### config.mk
export PLATFORM = sky130hd
export DESIGN_NAME = exposure_timing
export DESIGN_NICKNAME = d
export VERILOG_FILES = /design/src/verilog/exposure_timing_pkg.sv /design/src/verilog/serial_reg_port.sv /design/src/verilog/exposure_timing.sv
export SDC_FILE = /design/constraint.sdc
export NUM_CORES = 1
export LEC_CHECK = 0
export BUFFER_PORTS_ARGS = -buffer_cell sky130_fd_sc_hd__buf_2
export CORE_MARGIN = 5
export CORE_UTILIZATION = 55
export CTS_CLUSTER_DIAMETER = 60
export DETAILED_ROUTE_END_ITERATION = 8
export PLACE_DENSITY = 0.81
export SETUP_SLACK_MARGIN = 0.5
export SLEW_MARGIN = 10
export SYNTH_ARGS = -nofsm -noshare
export SYNTH_HDL_FRONTEND = slang
export SYNTH_HIERARCHICAL = 1
export SYNTH_SLANG_ARGS = --single-unit
### constraint.sdc
create_clock -name core_clk_in -period 10.8 [get_ports core_clk_in]
set_clock_uncertainty 0.15 [all_clocks]
set_input_delay 0 -clock core_clk_in [delete_from_list [all_inputs] [get_ports core_clk_in]]
set_output_delay 0 -clock core_clk_in [all_outputs]
set_load 0.01 [all_outputs]
### src/verilog/exposure_timing_pkg.sv
// =============================================================
// Shared constants for exposure and frame timing
package exposure_timing_pkg;
   // Register addresses on the serial port (7-bit)
   localparam logic [6:0] ADDR_EXP_HIGH = 7'h49;
   localparam logic [6:0] ADDR_EXP_LOW = 7'h4a;
   localparam logic [6:0] ADDR_FRAME_HIGH = 7'h4b;
   // Address byte: bit 7 set means write
   localparam int ADDR_WRITE_BIT = 7;
   localparam logic [2:0] SIO_LAST_BIT = 3'h7;
   // Values after reset
   localparam logic [15:0] EXP_RESET = 16'h0100;
   localparam logic [7:0] FRAME_HIGH_RESET = 8'h00;
   localparam logic [15:0] FRAME_CNT_RESET = 16'h0000;
   // Frame arithmetic
   localparam logic [16:0] FRAME_SPAN = 17'h10000;
   localparam logic [16:0] EXP_MARGIN = 17'h00d94;   // 3476 cycles
   localparam logic [15:0] EXP_MIN = 16'h0001;
   localparam int EXP_STEP_SHIFT = 4;                 // One sixteenth
   localparam logic [15:0] FRAME_LAST = 16'hffff;
   // Pixel scale and gain loop targets
   localparam logic [5:0] PIX_BLACK = 6'h00;
   localparam logic [5:0] PIX_WHITE = 6'h3f;
   localparam logic [5:0] MAXPIX_LO = 6'h35;          // 53
   localparam logic [5:0] MAXPIX_HI = 6'h39;          // 57
   localparam logic [14:0] PIX_SUM_HI = 15'h4bf0;     // 324 pixels x 60
   localparam logic [14:0] PIX_SUM_MAX = 15'h7fff;
   // Core clock rate, informational
   localparam int CORE_CLK_KHZ = 20000;
   // Serial state machine, Gray along address to data
   typedef enum logic [1:0] {
      SIO_ADDR = 2'b00,
      SIO_RDATA = 2'b01,
      SIO_WDATA = 2'b10
   } sio_state_t;
endpackage

### src/verilog/serial_reg_port.sv
`timescale 1ns/100ps
// =============================================================
// Two-wire serial register port, sampled on the core clock
module serial_reg_port
   import exposure_timing_pkg::*;
(
   input wire logic core_clk_in,
   input wire logic reset_n_in,
   input wire logic sck_in,
   input wire logic sdio_in,
   output logic sdio_out,
   output logic sdio_oe_out,
   output logic [6:0] reg_addr_out,
   output logic [7:0] reg_wdata_out,
   output logic reg_wr_out,
   output logic reg_rd_out,
   input wire logic [7:0] reg_rdata_in
);
   // =============================================================
   // Synchronisers; edges found between second and third stage
   logic sck_s1_r, sck_s2_r, sck_s3_r, sdio_s1_r, sdio_s2_r;
   logic sck_rise, sck_fall;
   always_ff @(posedge core_clk_in or negedge reset_n_in) begin
      if (!reset_n_in) begin
         sck_s1_r <= 1'b1;
         sck_s2_r <= 1'b1;
         sck_s3_r <= 1'b1;
         sdio_s1_r <= 1'b0;
         sdio_s2_r <= 1'b0;
      end else begin
         sck_s1_r <= sck_in;
         sck_s2_r <= sck_s1_r;
         sck_s3_r <= sck_s2_r;
         sdio_s1_r <= sdio_in;
         sdio_s2_r <= sdio_s1_r;
      end
   end
   assign sck_rise = sck_s2_r & ~sck_s3_r;
   assign sck_fall = ~sck_s2_r & sck_s3_r;

   // =============================================================
   // Shift state; host bits taken on rising, ours driven on falling
   sio_state_t state_r, state_nxt;
   logic [2:0] bit_r, bit_nxt;
   logic [7:0] shift_r, shift_nxt;
   logic [6:0] addr_r, addr_nxt;
   logic oe_r, oe_nxt, wr_r, wr_nxt, rd_r, rd_nxt;
   always_comb begin
      state_nxt = state_r;
      bit_nxt = bit_r;
      shift_nxt = shift_r;
      addr_nxt = addr_r;
      oe_nxt = oe_r;
      wr_nxt = 1'b0;
      rd_nxt = 1'b0;
      case (state_r)
         SIO_ADDR: begin
            if (sck_rise) begin
               shift_nxt = {shift_r[6:0], sdio_s2_r};
               bit_nxt = bit_r + 3'h1;
               if (bit_r == SIO_LAST_BIT) begin
                  addr_nxt = {shift_r[5:0], sdio_s2_r};
                  if (shift_r[ADDR_WRITE_BIT - 1]) begin
                     state_nxt = SIO_WDATA;
                  end else begin
                     state_nxt = SIO_RDATA;
                     rd_nxt = 1'b1;
                  end
               end
            end
         end
         SIO_WDATA: begin
            if (sck_rise) begin
               shift_nxt = {shift_r[6:0], sdio_s2_r};
               bit_nxt = bit_r + 3'h1;
               if (bit_r == SIO_LAST_BIT) begin
                  wr_nxt = 1'b1;
                  state_nxt = SIO_ADDR;
               end
            end
         end
         SIO_RDATA: begin
            if (sck_fall) begin
               // First falling edge loads the answer captured after the strobe
               shift_nxt = oe_r ? {shift_r[6:0], 1'b0} : reg_rdata_in;
               oe_nxt = 1'b1;
            end else if (sck_rise && oe_r) begin
               bit_nxt = bit_r + 3'h1;
               if (bit_r == SIO_LAST_BIT) begin
                  oe_nxt = 1'b0;
                  state_nxt = SIO_ADDR;
               end
            end
         end
         default: begin
            state_nxt = SIO_ADDR;
            oe_nxt = 1'b0;
         end
      endcase
   end
   always_ff @(posedge core_clk_in or negedge reset_n_in) begin
      if (!reset_n_in) begin
         state_r <= SIO_ADDR;
         bit_r <= 3'h0;
         shift_r <= 8'h00;
         addr_r <= 7'h00;
         oe_r <= 1'b0;
         wr_r <= 1'b0;
         rd_r <= 1'b0;
      end else begin
         state_r <= state_nxt;
         bit_r <= bit_nxt;
         shift_r <= shift_nxt;
         addr_r <= addr_nxt;
         oe_r <= oe_nxt;
         wr_r <= wr_nxt;
         rd_r <= rd_nxt;
      end
   end
   assign sdio_out = shift_r[7];
   assign sdio_oe_out = oe_r;
   assign reg_addr_out = addr_r;
   assign reg_wdata_out = shift_r;
   assign reg_wr_out = wr_r;
   assign reg_rd_out = rd_r;
endmodule

### src/verilog/exposure_timing.sv
`timescale 1ns/100ps
// Notes on behaviour
// [RL1] Pixel intensities are six bits, 0 black up to 63 white.
// [RL2] Gain loop steers exposure so the brightest pixel sits in the mid fifties.
// [RL3] Exposure is sixteen bits of clock cycles, reset 0x0100, high then low byte.
// [RL4] Host reads the high byte then the low byte back to back.
// [RL5] Exposure may change once per frame from average and maximum pixel levels.
// [RL6] Each exposure change is plus or minus one sixteenth of its value; below sixteen the code steps by one count.
// [RL7] Exposure is capped at clocks per frame minus 3476; for frames of 3476 cycles or fewer the code caps it at one.
// [RL8] Frames are timed by a sixteen-bit up-counter ending on overflow.
// [RL9] Frame register holds the upper byte of the two's complement frame length.
// [RL10] Host may adapt frame rate to exposure above 1500 frames per second.
// [RL11] A new frame length takes effect only at the next frame boundary.
module exposure_timing
   import exposure_timing_pkg::*;
(
   input wire logic core_clk_in,
   input wire logic reset_n_in,
   input wire logic sck_in,
   input wire logic sdio_in,
   output logic sdio_out,
   output logic sdio_oe_out,
   input wire logic pix_valid_in,
   input wire logic [5:0] pix_data_in,
   output logic led_ctl_out,
   output logic frame_end_out,
   output logic [15:0] exposure_out
);
   // =============================================================
   // Exposure ceiling for a given frame length byte
   function automatic logic [15:0] exp_cap(input logic [7:0] frame_high);
      logic [16:0] span;
      span = FRAME_SPAN - {1'b0, frame_high, 8'h00};
      if (span > EXP_MARGIN) begin
         exp_cap = 16'(span - EXP_MARGIN);        // [RL7]
      end else begin
         exp_cap = EXP_MIN;                       // Too short a frame to expose
      end
   endfunction

   logic [6:0] reg_addr;
   logic [7:0] reg_wdata;
   logic reg_wr, reg_rd;
   logic [7:0] rdata_r, rdata_nxt, low_snap_r, low_snap_nxt;
   logic [7:0] frame_high_r, frame_high_nxt;
   logic [7:0] frame_act_r, frame_act_nxt;
   logic [15:0] frame_cnt_r, frame_cnt_nxt, elapsed_r, elapsed_nxt;
   logic [15:0] exp_r, exp_nxt, step_w;
   logic [5:0] max_pix_r, max_pix_nxt;
   logic [14:0] sum_r, sum_nxt;
   logic led_r, led_nxt, frame_end_r, frame_wrap;
   logic bright, dark;
   logic [16:0] exp_up;

   // =============================================================
   // Serial port front end
   serial_reg_port u_sio (
      .core_clk_in(core_clk_in),
      .reset_n_in(reset_n_in),
      .sck_in(sck_in),
      .sdio_in(sdio_in),
      .sdio_out(sdio_out),
      .sdio_oe_out(sdio_oe_out),
      .reg_addr_out(reg_addr),
      .reg_wdata_out(reg_wdata),
      .reg_wr_out(reg_wr),
      .reg_rd_out(reg_rd),
      .reg_rdata_in(rdata_r)
   );

   // =============================================================
   // Register file; low byte is snapshotted when the high byte is read,
   // so a frame update between the two reads cannot tear the word
   always_comb begin
      rdata_nxt = rdata_r;
      low_snap_nxt = low_snap_r;
      frame_high_nxt = frame_high_r;
      if (reg_rd) begin
         case (reg_addr)
            ADDR_EXP_HIGH: begin
               rdata_nxt = exp_r[15:8];               // [RL3]
               low_snap_nxt = exp_r[7:0];             // [RL4]
            end
            ADDR_EXP_LOW: rdata_nxt = low_snap_r;     // [RL3]
            ADDR_FRAME_HIGH: rdata_nxt = frame_high_r;
            default: rdata_nxt = 8'h00;               // Unmapped reads as zero
         endcase
      end
      if (reg_wr && reg_addr == ADDR_FRAME_HIGH) begin
         frame_high_nxt = reg_wdata;                  // [RL9]
      end
   end
   always_ff @(posedge core_clk_in or negedge reset_n_in) begin
      if (!reset_n_in) begin
         rdata_r <= 8'h00;
         low_snap_r <= EXP_RESET[7:0];
         frame_high_r <= FRAME_HIGH_RESET;
      end else begin
         rdata_r <= rdata_nxt;
         low_snap_r <= low_snap_nxt;
         frame_high_r <= frame_high_nxt;
      end
   end

   // =============================================================
   // Frame timer and LED shutter window
   assign frame_wrap = frame_cnt_r == FRAME_LAST;     // [RL8]
   always_comb begin
      frame_act_nxt = frame_act_r;
      if (frame_wrap) begin
         frame_act_nxt = frame_high_r;                // [RL11]
         frame_cnt_nxt = {frame_high_r, 8'h00};       // [RL9]
         elapsed_nxt = 16'h0000;
      end else begin
         frame_cnt_nxt = frame_cnt_r + 16'h0001;      // [RL8]
         elapsed_nxt = elapsed_r + 16'h0001;
      end
      led_nxt = elapsed_nxt < exp_nxt;
   end
   always_ff @(posedge core_clk_in or negedge reset_n_in) begin
      if (!reset_n_in) begin
         frame_act_r <= FRAME_HIGH_RESET;
         frame_cnt_r <= FRAME_CNT_RESET;
         elapsed_r <= 16'h0000;
         led_r <= 1'b0;
         frame_end_r <= 1'b0;
      end else begin
         frame_act_r <= frame_act_nxt;
         frame_cnt_r <= frame_cnt_nxt;
         elapsed_r <= elapsed_nxt;
         led_r <= led_nxt;
         frame_end_r <= frame_wrap;
      end
   end

   // =============================================================
   // Per-frame pixel statistics; a pixel in the wrap cycle opens the next frame
   always_comb begin
      if (frame_wrap) begin
         max_pix_nxt = pix_valid_in ? pix_data_in : PIX_BLACK;
         sum_nxt = pix_valid_in ? {9'h000, pix_data_in} : 15'h0000;
      end else begin
         max_pix_nxt = (pix_valid_in && pix_data_in > max_pix_r) ? pix_data_in
                                                                 : max_pix_r; // [RL1]
         // Saturate rather than wrap if the imager sends too many pixels
         sum_nxt = sum_r;
         if (pix_valid_in) begin
            sum_nxt = (sum_r > PIX_SUM_MAX - {9'h000, pix_data_in}) ? PIX_SUM_MAX
                      : sum_r + {9'h000, pix_data_in};
         end
      end
   end
   always_ff @(posedge core_clk_in or negedge reset_n_in) begin
      if (!reset_n_in) begin
         max_pix_r <= PIX_BLACK;
         sum_r <= 15'h0000;
      end else begin
         max_pix_r <= max_pix_nxt;
         sum_r <= sum_nxt;
      end
   end

   // =============================================================
   // Gain loop: one step per frame; small values still move by one count
   assign step_w = (exp_r >> EXP_STEP_SHIFT) == 16'h0000 ? 16'h0001
                   : (exp_r >> EXP_STEP_SHIFT);                               // [RL6]
   assign bright = max_pix_r > MAXPIX_HI || sum_r > PIX_SUM_HI;               // [RL5]
   assign dark = max_pix_r < MAXPIX_LO;                                       // [RL2]
   assign exp_up = {1'b0, exp_r} + {1'b0, step_w};
   always_comb begin
      exp_nxt = exp_r;
      if (frame_wrap) begin
         if (bright) begin
            exp_nxt = (exp_r > step_w) ? exp_r - step_w : EXP_MIN;            // [RL6]
         end else if (dark) begin
            exp_nxt = exp_up[16] ? 16'hffff : exp_up[15:0];                   // [RL2]
         end
         // Ceiling follows the length of the frame about to start
         if (exp_nxt > exp_cap(frame_high_r)) begin
            exp_nxt = exp_cap(frame_high_r);                                  // [RL7]
         end
      end
   end
   always_ff @(posedge core_clk_in or negedge reset_n_in) begin
      if (!reset_n_in) begin
         exp_r <= EXP_RESET;                                                  // [RL3]
      end else begin
         exp_r <= exp_nxt;
      end
   end

   assign led_ctl_out = led_r;
   assign frame_end_out = frame_end_r;
   assign exposure_out = exp_r;

   // =============================================================
   // Checks
   a_exp_reset: assert property (@(posedge core_clk_in)                       // [RL3]
      $rose(reset_n_in) |-> exp_r == EXP_RESET)
      else $error("exposure not at reset value");
   a_exp_per_frame: assert property (@(posedge core_clk_in)                   // [RL5]
      disable iff (!reset_n_in) $changed(exp_r) |-> $past(frame_wrap))
      else $error("exposure changed outside frame boundary");
   a_exp_step: assert property (@(posedge core_clk_in)                        // [RL6]
      disable iff (!reset_n_in)
      ($changed(exp_r) && exp_r != exp_cap(frame_act_r) && exp_r != EXP_MIN
       && exp_r != 16'hffff)
      |-> (exp_r == $past(exp_r) + $past(step_w) || exp_r == $past(exp_r) - $past(step_w)))
      else $error("exposure step not one sixteenth");
   a_exp_cap: assert property (@(posedge core_clk_in)                         // [RL7]
      disable iff (!reset_n_in) $past(frame_wrap) |-> exp_r <= exp_cap(frame_act_r))
      else $error("exposure above frame ceiling");
   a_agc_bright: assert property (@(posedge core_clk_in)                      // [RL2]
      disable iff (!reset_n_in) (frame_wrap && max_pix_r > MAXPIX_HI) |=> exp_r <= $past(exp_r))
      else $error("exposure rose on bright frame");
   a_agc_dark: assert property (@(posedge core_clk_in)                        // [RL2]
      disable iff (!reset_n_in)
      (frame_wrap && dark && sum_r <= PIX_SUM_HI && exp_r < exp_cap(frame_high_r))
      |=> exp_r > $past(exp_r))
      else $error("exposure did not rise on dark frame");
   // Sampled reset in the antecedent: the release edge itself still holds the counter
   a_frame_count_up: assert property (@(posedge core_clk_in)                  // [RL8]
      disable iff (!reset_n_in) (reset_n_in && !frame_wrap)
      |=> frame_cnt_r == $past(frame_cnt_r) + 16'h0001)
      else $error("frame counter not counting up");
   a_frame_reload: assert property (@(posedge core_clk_in)                    // [RL9]
      disable iff (!reset_n_in) frame_wrap |=> frame_cnt_r == {$past(frame_high_r), 8'h00}
      ##0 frame_end_out)
      else $error("frame counter reload wrong");
   a_frame_len_hold: assert property (@(posedge core_clk_in)                  // [RL11]
      disable iff (!reset_n_in) $changed(frame_act_r) |-> $past(frame_wrap))
      else $error("frame length changed mid frame");
   a_pix_max_range: assert property (@(posedge core_clk_in)                   // [RL1]
      disable iff (!reset_n_in) (pix_valid_in && !frame_wrap) |=> max_pix_r >= $past(pix_data_in))
      else $error("maximum pixel missed a sample");
   c_exp_down: cover property (@(posedge core_clk_in) disable iff (!reset_n_in)
      frame_wrap && bright ##1 exp_r < $past(exp_r));
   c_exp_up: cover property (@(posedge core_clk_in) disable iff (!reset_n_in)
      frame_wrap && dark ##1 exp_r > $past(exp_r));
   c_frame_len_write: cover property (@(posedge core_clk_in) disable iff (!reset_n_in)
      reg_wr && reg_addr == ADDR_FRAME_HIGH);
   c_exp_read: cover property (@(posedge core_clk_in) disable iff (!reset_n_in)
      reg_rd && reg_addr == ADDR_EXP_HIGH);
endmodule

==> flow_summary.yaml, run 1 <==
power_and_ir_drop:
  comb_power_share_pct: 27.1
  vdd_drop_max_v: 0.0001414
  p_int_mw: 1.038
  leakage_nw: 4.798
  p_sw_mw: 0.5571
  seqPwrFrac_pct: 37.9
  powerDensity_nw_per_um2: 159.1
  p_total_mw: 1.595
  clkPwrFrac_pct: 35.0
  p_sw_share_pct: 34.92
synth:
  yosysTopAreaCell: "dfrtp_1"
  seq_area_frac_synth_pct: 33.85
  synthTopCellsByArea: "dfrtp_1 (33%), ha_1 (11%), nand2_1 (4.0%)"
  synth_cell_types: 77
  synthDominantCellAreaShare_pct: 32.69
  ys.flop_type: "dfrtp_1"
  synth_warnings: 6
  synth_edf_count: 0
  synthesis.nets: 1141
  synth-async-reset-ratio_pct: 100.0
  syn_inst: 1046
  syn_avg_cell_area_sq_um: 8.708
  syn_area_sq_um: 9109
  synth_seq_cells: 123
timing:
  tightest_slew_ns: 1.029
  fin_worst_hold_slack_ns: -0.01759
  relSlewSlack_pct: 30.95
  max_freq_mhz: 121.8
  hold_viol_final: 5
  fin_crit_sh_pct: 75.99
  fin_tns_setup_ns: 0
  fin_crit_ns: 8.207
  rsz0062_at_grt: "false"
  final_max_slew_viol_count: 0
  setup_violations: 0
final_layout:
  layout_common_cells: "dfrtp_1 (119), nand2_1 (98), nor2_1 (97)"
  nets: 1152
  fin_cells: 1290
  nFillCells: 1401
  drive_gt1_share_pct: 10.75
  final_common_cell: "dfrtp_1"
  area_growth_pct: 10.11
  antenna_cells: 0
  stdcell_area_sq_um: 10030
routing:
  wl_met1_microns: 10510
  wl_microns: 24650
  ant_nets: 0
  wl_met2_microns: 11900
  routed-via-count: 8113
  vias_per_cell: 6.289
  drc: 0
  post_drt_wl_per_cell_microns: 19.11
  wl_met3_microns: 1488
  firstDrtPassIters: 6
  drt_iter0_drc: 685
  topRoutingLayerUsed: "met5"
placed_design:
  port_buffers: 30
  placedCellCount: 1248
  gp_congestion: 1.015
  dp_hpwl_microns: 18010
  dpl_cell_area_sq_um: 9353
worst_setup_path:
  crit_slowest_cell: "nor4_1"
  cp_common_cell: "a21o_1"
  slowest_delay_ns: 0.63
  crit_type: "reg -> reg"
  cp.arrival_ns: 8.42
  cp.required_ns: 11.02
  endpoint_kind: "flop"
  cp_max_fo: 16
  start_kind: "flop"
global_route:
  grt_max_degree: 76
  globalRouteTotalUtil_pct: 25.44
  grt_overflow: 0
  grt_pass1_wl_microns: 39700
  antenna_found_initial: 1
  grt_pass1_vias: 7657
status:
  status: "complete, but fails checks"
  violations: "negative hold slack"
cts:
  clk_latency_ns: 0.43
  clk_pin_slew_ns: 0.06
  cts_root_buf: "clkbuf_16"
  cts_sinks: 123
  cts_resized: 0
  clock_path_buffers: 2
  numCtsBuffers: 17
  cts_tree: "done"
  h-tree-depth: 4
min_path:
  hp-class: "in -> async"
floorplanning:
  die_h_microns: 138.7
  dieArea_sq_um: 19230
  start_util_pct: 55.52
  rows: 47
  core_sq_um: 16410
  die_x_microns: 138.7
  io_pins: 31
flow_run:
  maxCapViolCount: 0
==> cells in the mapped netlist (6+ instances only) <==
library cell and instances:
or3_1 7, dfrtp_1 119, nor2b_1 13, a22oi_1 12, nor3_1 25, a211o_1 9, nor2_1 97, a21o_1 21
o22ai_1 11, and3_1 19, inv_1 62, mux2_2 25, a311o_1 6, a22o_1 10, a221oi_1 8, xnor2_1 21
nand2b_1 13, nand4_1 15, clkbuf_1 42, a31oi_1 14, ha_1 81, or4_1 7, o211ai_1 11, a311oi_1 7
nand2_1 98, xor2_1 23, o21a_1 14, a21oi_1 41, o21ai_0 60, nor4_1 10, a211oi_1 11, nand3_1 32
==> kinds of logic after synthesis <==
kind of cell / Yosys count / share of synthesized area (%)
compound gates: 284 / 21.69
flops: 123 / 33.85
simple gates: 368 / 20.11
xor+xnor: 44 / 4.231
fa+ha+maj: 84 / 11.79
buf+inv: 116 / 5.027
mux: 27 / 3.310
==> layout make-up <==
| type | count | area, sq um | area share, % |
|---|---|---|---|
| clock buffer | 18 | 439.2 | 4.379 |
| clock inverter | 14 | 137.6 | 1.372 |
| inverter | 63 | 236.5 | 2.358 |
| multi-input combinational | 807 | 5568 | 55.51 |
| sequential | 123 | 3083 | 30.74 |
| tap | 220 | 275.3 | 2.745 |
| timing repair buffer | 45 | 290.3 | 2.894 |
==> final timing paths <==
check,start,endpoint,slack [ns],cells after the start
max,exposure_out[12],led_ctl_out,2.59,30
min in group core_clk_in,sck_in,u_sio/sck_s1_r,0.05,2
min reg2reg,u_sio/sdio_s1_r,u_sio/sdio_s2_r,0.20,0
max reg2reg,exposure_out[12],led_ctl_out,2.59,30
min,reset_n_in,frame_cnt_r[4],-0.02,2
max in group asynchronous,reset_n_in,u_sio/bit_r[1],9.14,3
==> worst max-delay path: cells and delay by family, from the launching register on <==
kind                     cells  cell delay (ns)
buffers and inverters        1             0.28
AND/OR/NAND/NOR              7             2.20
adder cells (fa/ha/maj)      4             1.02
AO/OA/AOI/OAI               18             3.97
flip-flops                   1             0.52
==> power groups by stage <==
stage	logic, mW	registers, mW	clock network [mW]
2_1_floorplan	0.347	0.582	0
4_1_cts	0.427	0.604	0.568
3_3_place_gp	0.405	0.608	0
5_1_grt	0.476	0.619	0.591
6_report	0.432	0.605	0.558
3_5_place_dp	0.419	0.611	0
==> flip-flops by register name, indices dropped and copies added (netlist names), 3 cells and up <==
| name | cells |
|---|---|
| exposure_out | 16 |
| elapsed_r | 16 |
| low_snap_r | 8 |
| u_sio/reg_addr_out | 7 |
| frame_high_r | 8 |
| u_sio/reg_wdata_out | 8 |
| u_sio/bit_r | 3 |
| sum_r | 15 |
| rdata_r | 8 |
| frame_cnt_r | 16 |
| max_pix_r | 6 |
==> layer usage <==
layer	global-route usage, %	vias up
met3	4.345	62
li1	-	3840
met5	0	-
met4	11.07	2
met1	33.66	3893
met2	41.32	316
==> timing repair <==
item	4_1_cts	5_1_grt
hold endpoints to repair	71	0
setup buffers	0	0
hold buffers	10	0
==> stage by stage <==
| step | setup WS, ns | util (%) |
|---|---|---|
| 4_1_cts | 2.773 | 61.13 |
| 5_1_grt | 2.120 | 61.13 |
| 6_report | 2.593 | 61.13 |
| 3_5_place_dp | 2.798 | 57.00 |
| 2_1_floorplan | 3.763 | - |
| 3_3_place_gp | 2.931 | 57.00 |
Power figures use the tool's default switching activity.
==> run 2, diff against run 1 <==
clock period = 7.8 ns   (was 10.8 ns; I/O delays follow)
==> run 2 against run 1 <==
Effect of this change:
- the flow now finishes without violations
- register-to-register slack lost 1.8 ns
- core utilization grew 2.3 points
- total power grew 42%
- worst setup slack lost 1.8 ns
- critical path type unchanged
- critical endpoint unchanged
- largest cell class unchanged
==> flow_summary.yaml, run 2 (same netlist as run 1, synthesis figures left out) <==
cts:
  clk_latency_ns: 0.42
  cts_root_buf: "clkbuf_16"
  h-tree-depth: 4
  clock_path_buffers: 2
  cts_tree: "done"
  cts_sinks: 123
  numCtsBuffers: 17
  clk_pin_slew_ns: 0.06
worst_setup_path:
  cp.arrival_ns: 7.20
  slowest_delay_ns: 0.53
  cp_max_fo: 8
  r2r_cells: 32
  crit_buf_inv: 4
  crit_slowest_cell: "or4_1"
  start_kind: "flop"
  r2r_slack_ns: 0.80
  reg2reg_to: "led_ctl_out"
  setup.worst_path.start: "exposure_out[14]"
  critPathTopFamily: "compound AO/OA/AOI/OAI gates"
  endpoint_kind: "flop"
  r2r-start: "exposure_out[14]"
  cp_common_cell: "a21o_1"
  crit_type: "reg -> reg"
  cp.required_ns: 8.01
min_path:
  hp-class: "in -> async"
routing:
  topRoutingLayerUsed: "met4"
  drc: 0
  wl_met2_microns: 11880
  firstDrtPassIters: 5
  drt_iter0_drc: 642
  wl_microns: 24750
  routed-via-count: 8389
  ant_nets: 0
  post_drt_wl_per_cell_microns: 18.78
  vias_per_cell: 6.365
  wl_met1_microns: 10350
  wl_met3_microns: 1651
final_layout:
  area_growth_pct: 14.33
  nFillCells: 1328
  fin_cells: 1318
  final_common_cell: "dfrtp_1"
  antenna_cells: 0
  drive_gt1_share_pct: 15.39
  fin_util_pct: 63.47
  layout_common_cells: "dfrtp_1 (117), nand2_1 (97), nor2_1 (96)"
  nets: 1180
power_and_ir_drop:
  p_int_mw: 1.488
  seqPwrFrac_pct: 37.0
  leakage_nw: 4.982
  powerDensity_nw_per_um2: 217.7
  p_sw_mw: 0.7790
  clkPwrFrac_pct: 35.9
  p_sw_share_pct: 34.36
  vdd_drop_max_v: 0.0002269
  comb_power_share_pct: 27.1
timing:
  fin_tns_setup_ns: 0
  final_max_slew_viol_count: 0
  fin_worst_hold_slack_ns: 0.03735
  relSlewSlack_pct: 40.07
  rsz0062_at_grt: "false"
  fin_crit_ns: 6.998
  max_freq_mhz: 142.9
  hold_viol_final: 0
  tightest_slew_ns: 0.8989
  setup_violations: 0
  fin_crit_sh_pct: 89.72
global_route:
  grt_max_degree: 67
  grt_pass1_wl_microns: 40230
  grt_overflow: 0
  globalRouteTotalUtil_pct: 25.38
  grt_pass1_vias: 8056
  antenna_found_initial: 0
floorplanning:
  die_h_microns: 138.7
  die_x_microns: 138.7
  start_util_pct: 55.52
  dieArea_sq_um: 19230
  core_sq_um: 16410
  rows: 47
  io_pins: 31
placed_design:
  placedCellCount: 1263
  gp_congestion: 0.9678
  port_buffers: 30
  dp_hpwl_microns: 17360
flow_run:
  maxCapViolCount: 0
status:
  status: "finished, final reports clean"
[run 2: cell types whose count changed in the layout (fill, tap and decap cells not counted), sizes merged]
cell,delta
clkinv,-3
buf,+28
clkbuf,+1
bufinv,+1
inv,+1
[run 2: layout make-up]
| type | count | area, sq um | area share [%] |
|---|---|---|---|
| Timing Repair Buffer | 73 | 500.5 | 4.806 |
| Tap cell | 220 | 275.3 | 2.643 |
| Clock buffer | 19 | 452.9 | 4.349 |
| Multi-Input combinational cell | 807 | 5705 | 54.79 |
| Sequential cell | 123 | 3085 | 29.63 |
| Inverter | 63 | 236.5 | 2.271 |
| Clock inverter | 13 | 157.7 | 1.514 |
[run 2: what timing repair did]
action,4_1_cts,5_1_grt
hold endpoints to repair,80,0
gates resized for setup,4,27
pin swaps,0,12
setup buffers,0,13
hold buffers,10,0
setup endpoints to repair,1,1
[run 2: worst register-to-register path: cells and delay by family, from the launching register on]
family | cells | cell delay (ns)
buf+inv | 4 | 0.60
compound gates | 15 | 3.05
fa+ha+maj | 4 | 1.01
flops | 1 | 0.39
simple gates | 9 | 1.73
[run 2: worst max-delay path by stage]
stage,to,cells past startpoint
after floorplan,led_ctl_out,32
after global placement,led_ctl_out,28
after detailed placement,led_ctl_out,28
after CTS,led_ctl_out,31
after global routing,led_ctl_out,32
final,led_ctl_out,32
[run 2: stage by stage]
step	setup WS (ns)	power, mW	instance area, sq um
floorplan	0.7627	1.286	9109
global placement	0.6217	1.402	9465
detailed placement	0.4467	1.428	9465
CTS	0.5458	2.255	10200
global route	0.4146	2.402	10410
finish	0.8022	2.267	10410
[run 2: power by group through the flow]
stage / Sequential, mW / Clock, mW / Combinational, mW
6_report: 0.840 / 0.814 / 0.614
5_1_grt: 0.857 / 0.858 / 0.688
4_1_cts: 0.837 / 0.820 / 0.597
3_5_place_dp: 0.846 / 0 / 0.582
3_3_place_gp: 0.841 / 0 / 0.561
2_1_floorplan: 0.806 / 0 / 0.480
[run 2: routing by layer]
layer | vias to the layer above | GRT usage, %
li1 | 3896 | -
met1 | 4057 | 32.78
met2 | 350 | 41.62
met3 | 86 | 5.483
met4 | 0 | 10.40
met5 | - | 0
==> run 3, diff against run 2 <==
SYNTH_HIERARCHICAL = not set   (was 1)
==> run 3 against run 2 <==
Effect of this change:
- synthesized cell count shrank 2.3%
- sequential share of layout area grew 0.67 points
- maximum frequency decreased by 2.1%
- critical path type unchanged
- largest cell class unchanged
- largest power group is now clock
==> flow_summary.yaml, run 3 <==
worst_setup_path:
  setup.worst_path.start: "exposure_out[12]"
  crit_slowest_cell: "dfrtp_1"
  slowest_delay_ns: 0.45
  r2r-start: "exposure_out[12]"
  endpoint_kind: "flop"
  start_kind: "flop"
  cp_common_cell: "a21oi_1"
  r2r_cells: 33
  crit_type: "reg -> reg"
  cp.arrival_ns: 7.36
  cp.required_ns: 8.01
  cp_max_fo: 10
global_route:
  grt_max_degree: 85
  grt_overflow: 0
  antenna_found_initial: 0
  grt_pass1_vias: 7657
  grt_pass1_wl_microns: 38210
  globalRouteTotalUtil_pct: 25.62
timing:
  tightest_slew_ns: 1.101
  hold_viol_final: 0
  final_max_slew_viol_count: 0
  max_freq_mhz: 140.0
  relSlewSlack_pct: 26.47
  setup_ws_ns: 0.6550
  fin_crit_ns: 7.145
  fin_tns_setup_ns: 0
  setup_violations: 0
  rsz0062_at_grt: "false"
  fin_crit_sh_pct: 91.60
synth:
  syn_area_sq_um: 8956
  syn_inst: 1022
  yosysMostFrequentCell: "dfrtp_1"
  synth-async-reset-ratio_pct: 100.0
  synth_edf_count: 0
  synthTopCellsByArea: "dfrtp_1 (33%), ha_1 (11%), o21ai_0 (4.1%)"
  synth_warnings: 0
  syn_avg_cell_area_sq_um: 8.763
  seq_area_frac_synth_pct: 34.42
  synthDominantCellAreaShare_pct: 33.25
  netlist_top_cells_count: "dfrtp_1 (119), nor2_1 (97), nand2_1 (87)"
  synth_cell_types: 79
  synthesis.nets: 1114
  synth_seq_cells: 123
  ys.flop_type: "dfrtp_1"
  yosysTopAreaCell: "dfrtp_1"
routing:
  wl_microns: 24010
  drc: 0
  routed-via-count: 8027
  ant_nets: 0
  drt_iter0_drc: 877
  firstDrtPassIters: 6
  post_drt_wl_per_cell_microns: 18.66
  vias_per_cell: 6.237
cts:
  clk_pin_slew_ns: 0.06
  cts_sinks: 123
  cts_tree: "done"
  cts_root_buf: "clkbuf_16"
  numCtsBuffers: 17
  h-tree-depth: 4
  clock_path_buffers: 2
  clk_latency_ns: 0.43
final_layout:
  fin_cells: 1287
  area_growth_pct: 13.61
  nets: 1150
  drive_gt1_share_pct: 13.35
  final_common_cell: "dfrtp_1"
  layout_common_cells: "dfrtp_1 (119), nor2_1 (97), nand2_1 (87)"
  fin_util_pct: 63.82
  antenna_cells: 0
status:
  status: "finished, final reports clean"
placed_design:
  placedCellCount: 1235
  port_buffers: 30
  gp_congestion: 0.9995
  place_ws_ns: 0.6114
  dp_hpwl_microns: 16470
power_and_ir_drop:
  clkPwrFrac_pct: 38.2
  comb_power_share_pct: 25.1
  leakage_nw: 4.732
  p_sw_share_pct: 33.20
  vdd_drop_max_v: 0.0001907
  powerDensity_nw_per_um2: 221.6
  seqPwrFrac_pct: 36.6
  p_int_mw: 1.506
  p_total_mw: 2.255
  p_sw_mw: 0.7485
floorplanning:
  die_x_microns: 137.6
  start_util_pct: 56.18
  dieArea_sq_um: 18940
  core_sq_um: 15940
  rows: 46
  io_pins: 31
  die_h_microns: 137.6
min_path:
  hp-class: "in -> reg"
  hold_start: "sck_in"
  hold_depth: 2
flow_run:
  maxCapViolCount: 0
## run 3: cell types whose count changed after synthesis, moves of 7 or more
cell | before | now
a31oi_1 | 14 | 7
o21ai_1 | 4 | 12
o21ai_0 | 60 | 74
and3_1 | 19 | 11
a211o_1 | 9 | 2
a21o_1 | 21 | 11
or4_1 | 7 | 0
mux2i_1 | 2 | 10
nand2_1 | 98 | 87
a21oi_1 | 41 | 54
clkbuf_1 | 42 | 35
o21a_1 | 14 | 22
inv_1 | 62 | 70
## run 3: critical path: cells and delay by family (launching register included)
family,cells,cell delay [ns]
AO/OA/AOI/OAI,19,3.72
AND/OR/NAND/NOR,8,1.54
adder cells (fa/ha/maj),4,0.82
flip-flops,1,0.45
multiplexers,1,0.32
buffers and inverters,1,0.08
## run 3: repair_timing
action	CTS	global route
endpoints found under the hold margin	62	0
hold buffers	12	0
gates resized for setup	1	16
gates cloned	0	1
setup buffers	0	7
endpoints found under the setup margin	1	1
pin swaps	0	2
## run 3: logic make-up after synthesis
family | after synthesis | share of synthesized area [%]
compound gates | 297 | 22.66
xor+xnor | 44 | 4.303
fa+ha+maj | 81 | 11.57
buf+inv | 116 | 5.239
flops | 123 | 34.42
mux | 37 | 4.554
simple gates | 324 | 17.25
## run 3: power by group through the flow
stage          registers [mW]  logic (mW)  clock network (mW)
2_1_floorplan           0.796       0.439                   0
3_5_place_dp            0.830       0.535                   0
5_1_grt                 0.838       0.637               0.893
6_report                0.826       0.567               0.862
3_3_place_gp            0.829       0.520                   0
4_1_cts                 0.822       0.546               0.870
## run 3: final timing paths
check,slack (ns),endpoint
setup / recovery,0.66,led_ctl_out
hold / removal,0.08,u_sio.sck_s1_r
setup reg to reg,0.66,led_ctl_out
hold reg to reg,0.21,u_sio.sck_s2_r
max in group asynchronous,5.89,u_sio.reg_addr_out[3]
min in group asynchronous,0.55,exposure_out[8]
## run 3: per-layer routing
metal / GRT usage (%) / vias up / routed length (microns)
met5: 0 / - / 0
met4: 10.31 / 0 / 877
met3: 6.465 / 96 / 1930
met2: 39.94 / 409 / 10800
met1: 34.13 / 3754 / 10400
li1: - / 3768 / -
## run 3: metrics by stage
| stage | hold slack, ns | cell area, sq um |
|---|---|---|
| finish | 0.07519 | 10170 |
| global route | 0.07492 | 10170 |
| CTS | 0.06022 | 10040 |
| detailed placement | -0.1335 | 9266 |
| global placement | -0.1389 | 9266 |
| floorplan | -0.4456 | 8956 |
## run 3: cell type report
class	instances	area [sq um]
Inverter	71	266.5
Fill cell	1297	5768
Sequential cell	123	3083
Timing Repair Buffer	61	425.4
Multi-Input combinational cell	784	5490
Clock inverter	14	210.2
Tap cell	216	270.3
Clock buffer	18	429.2
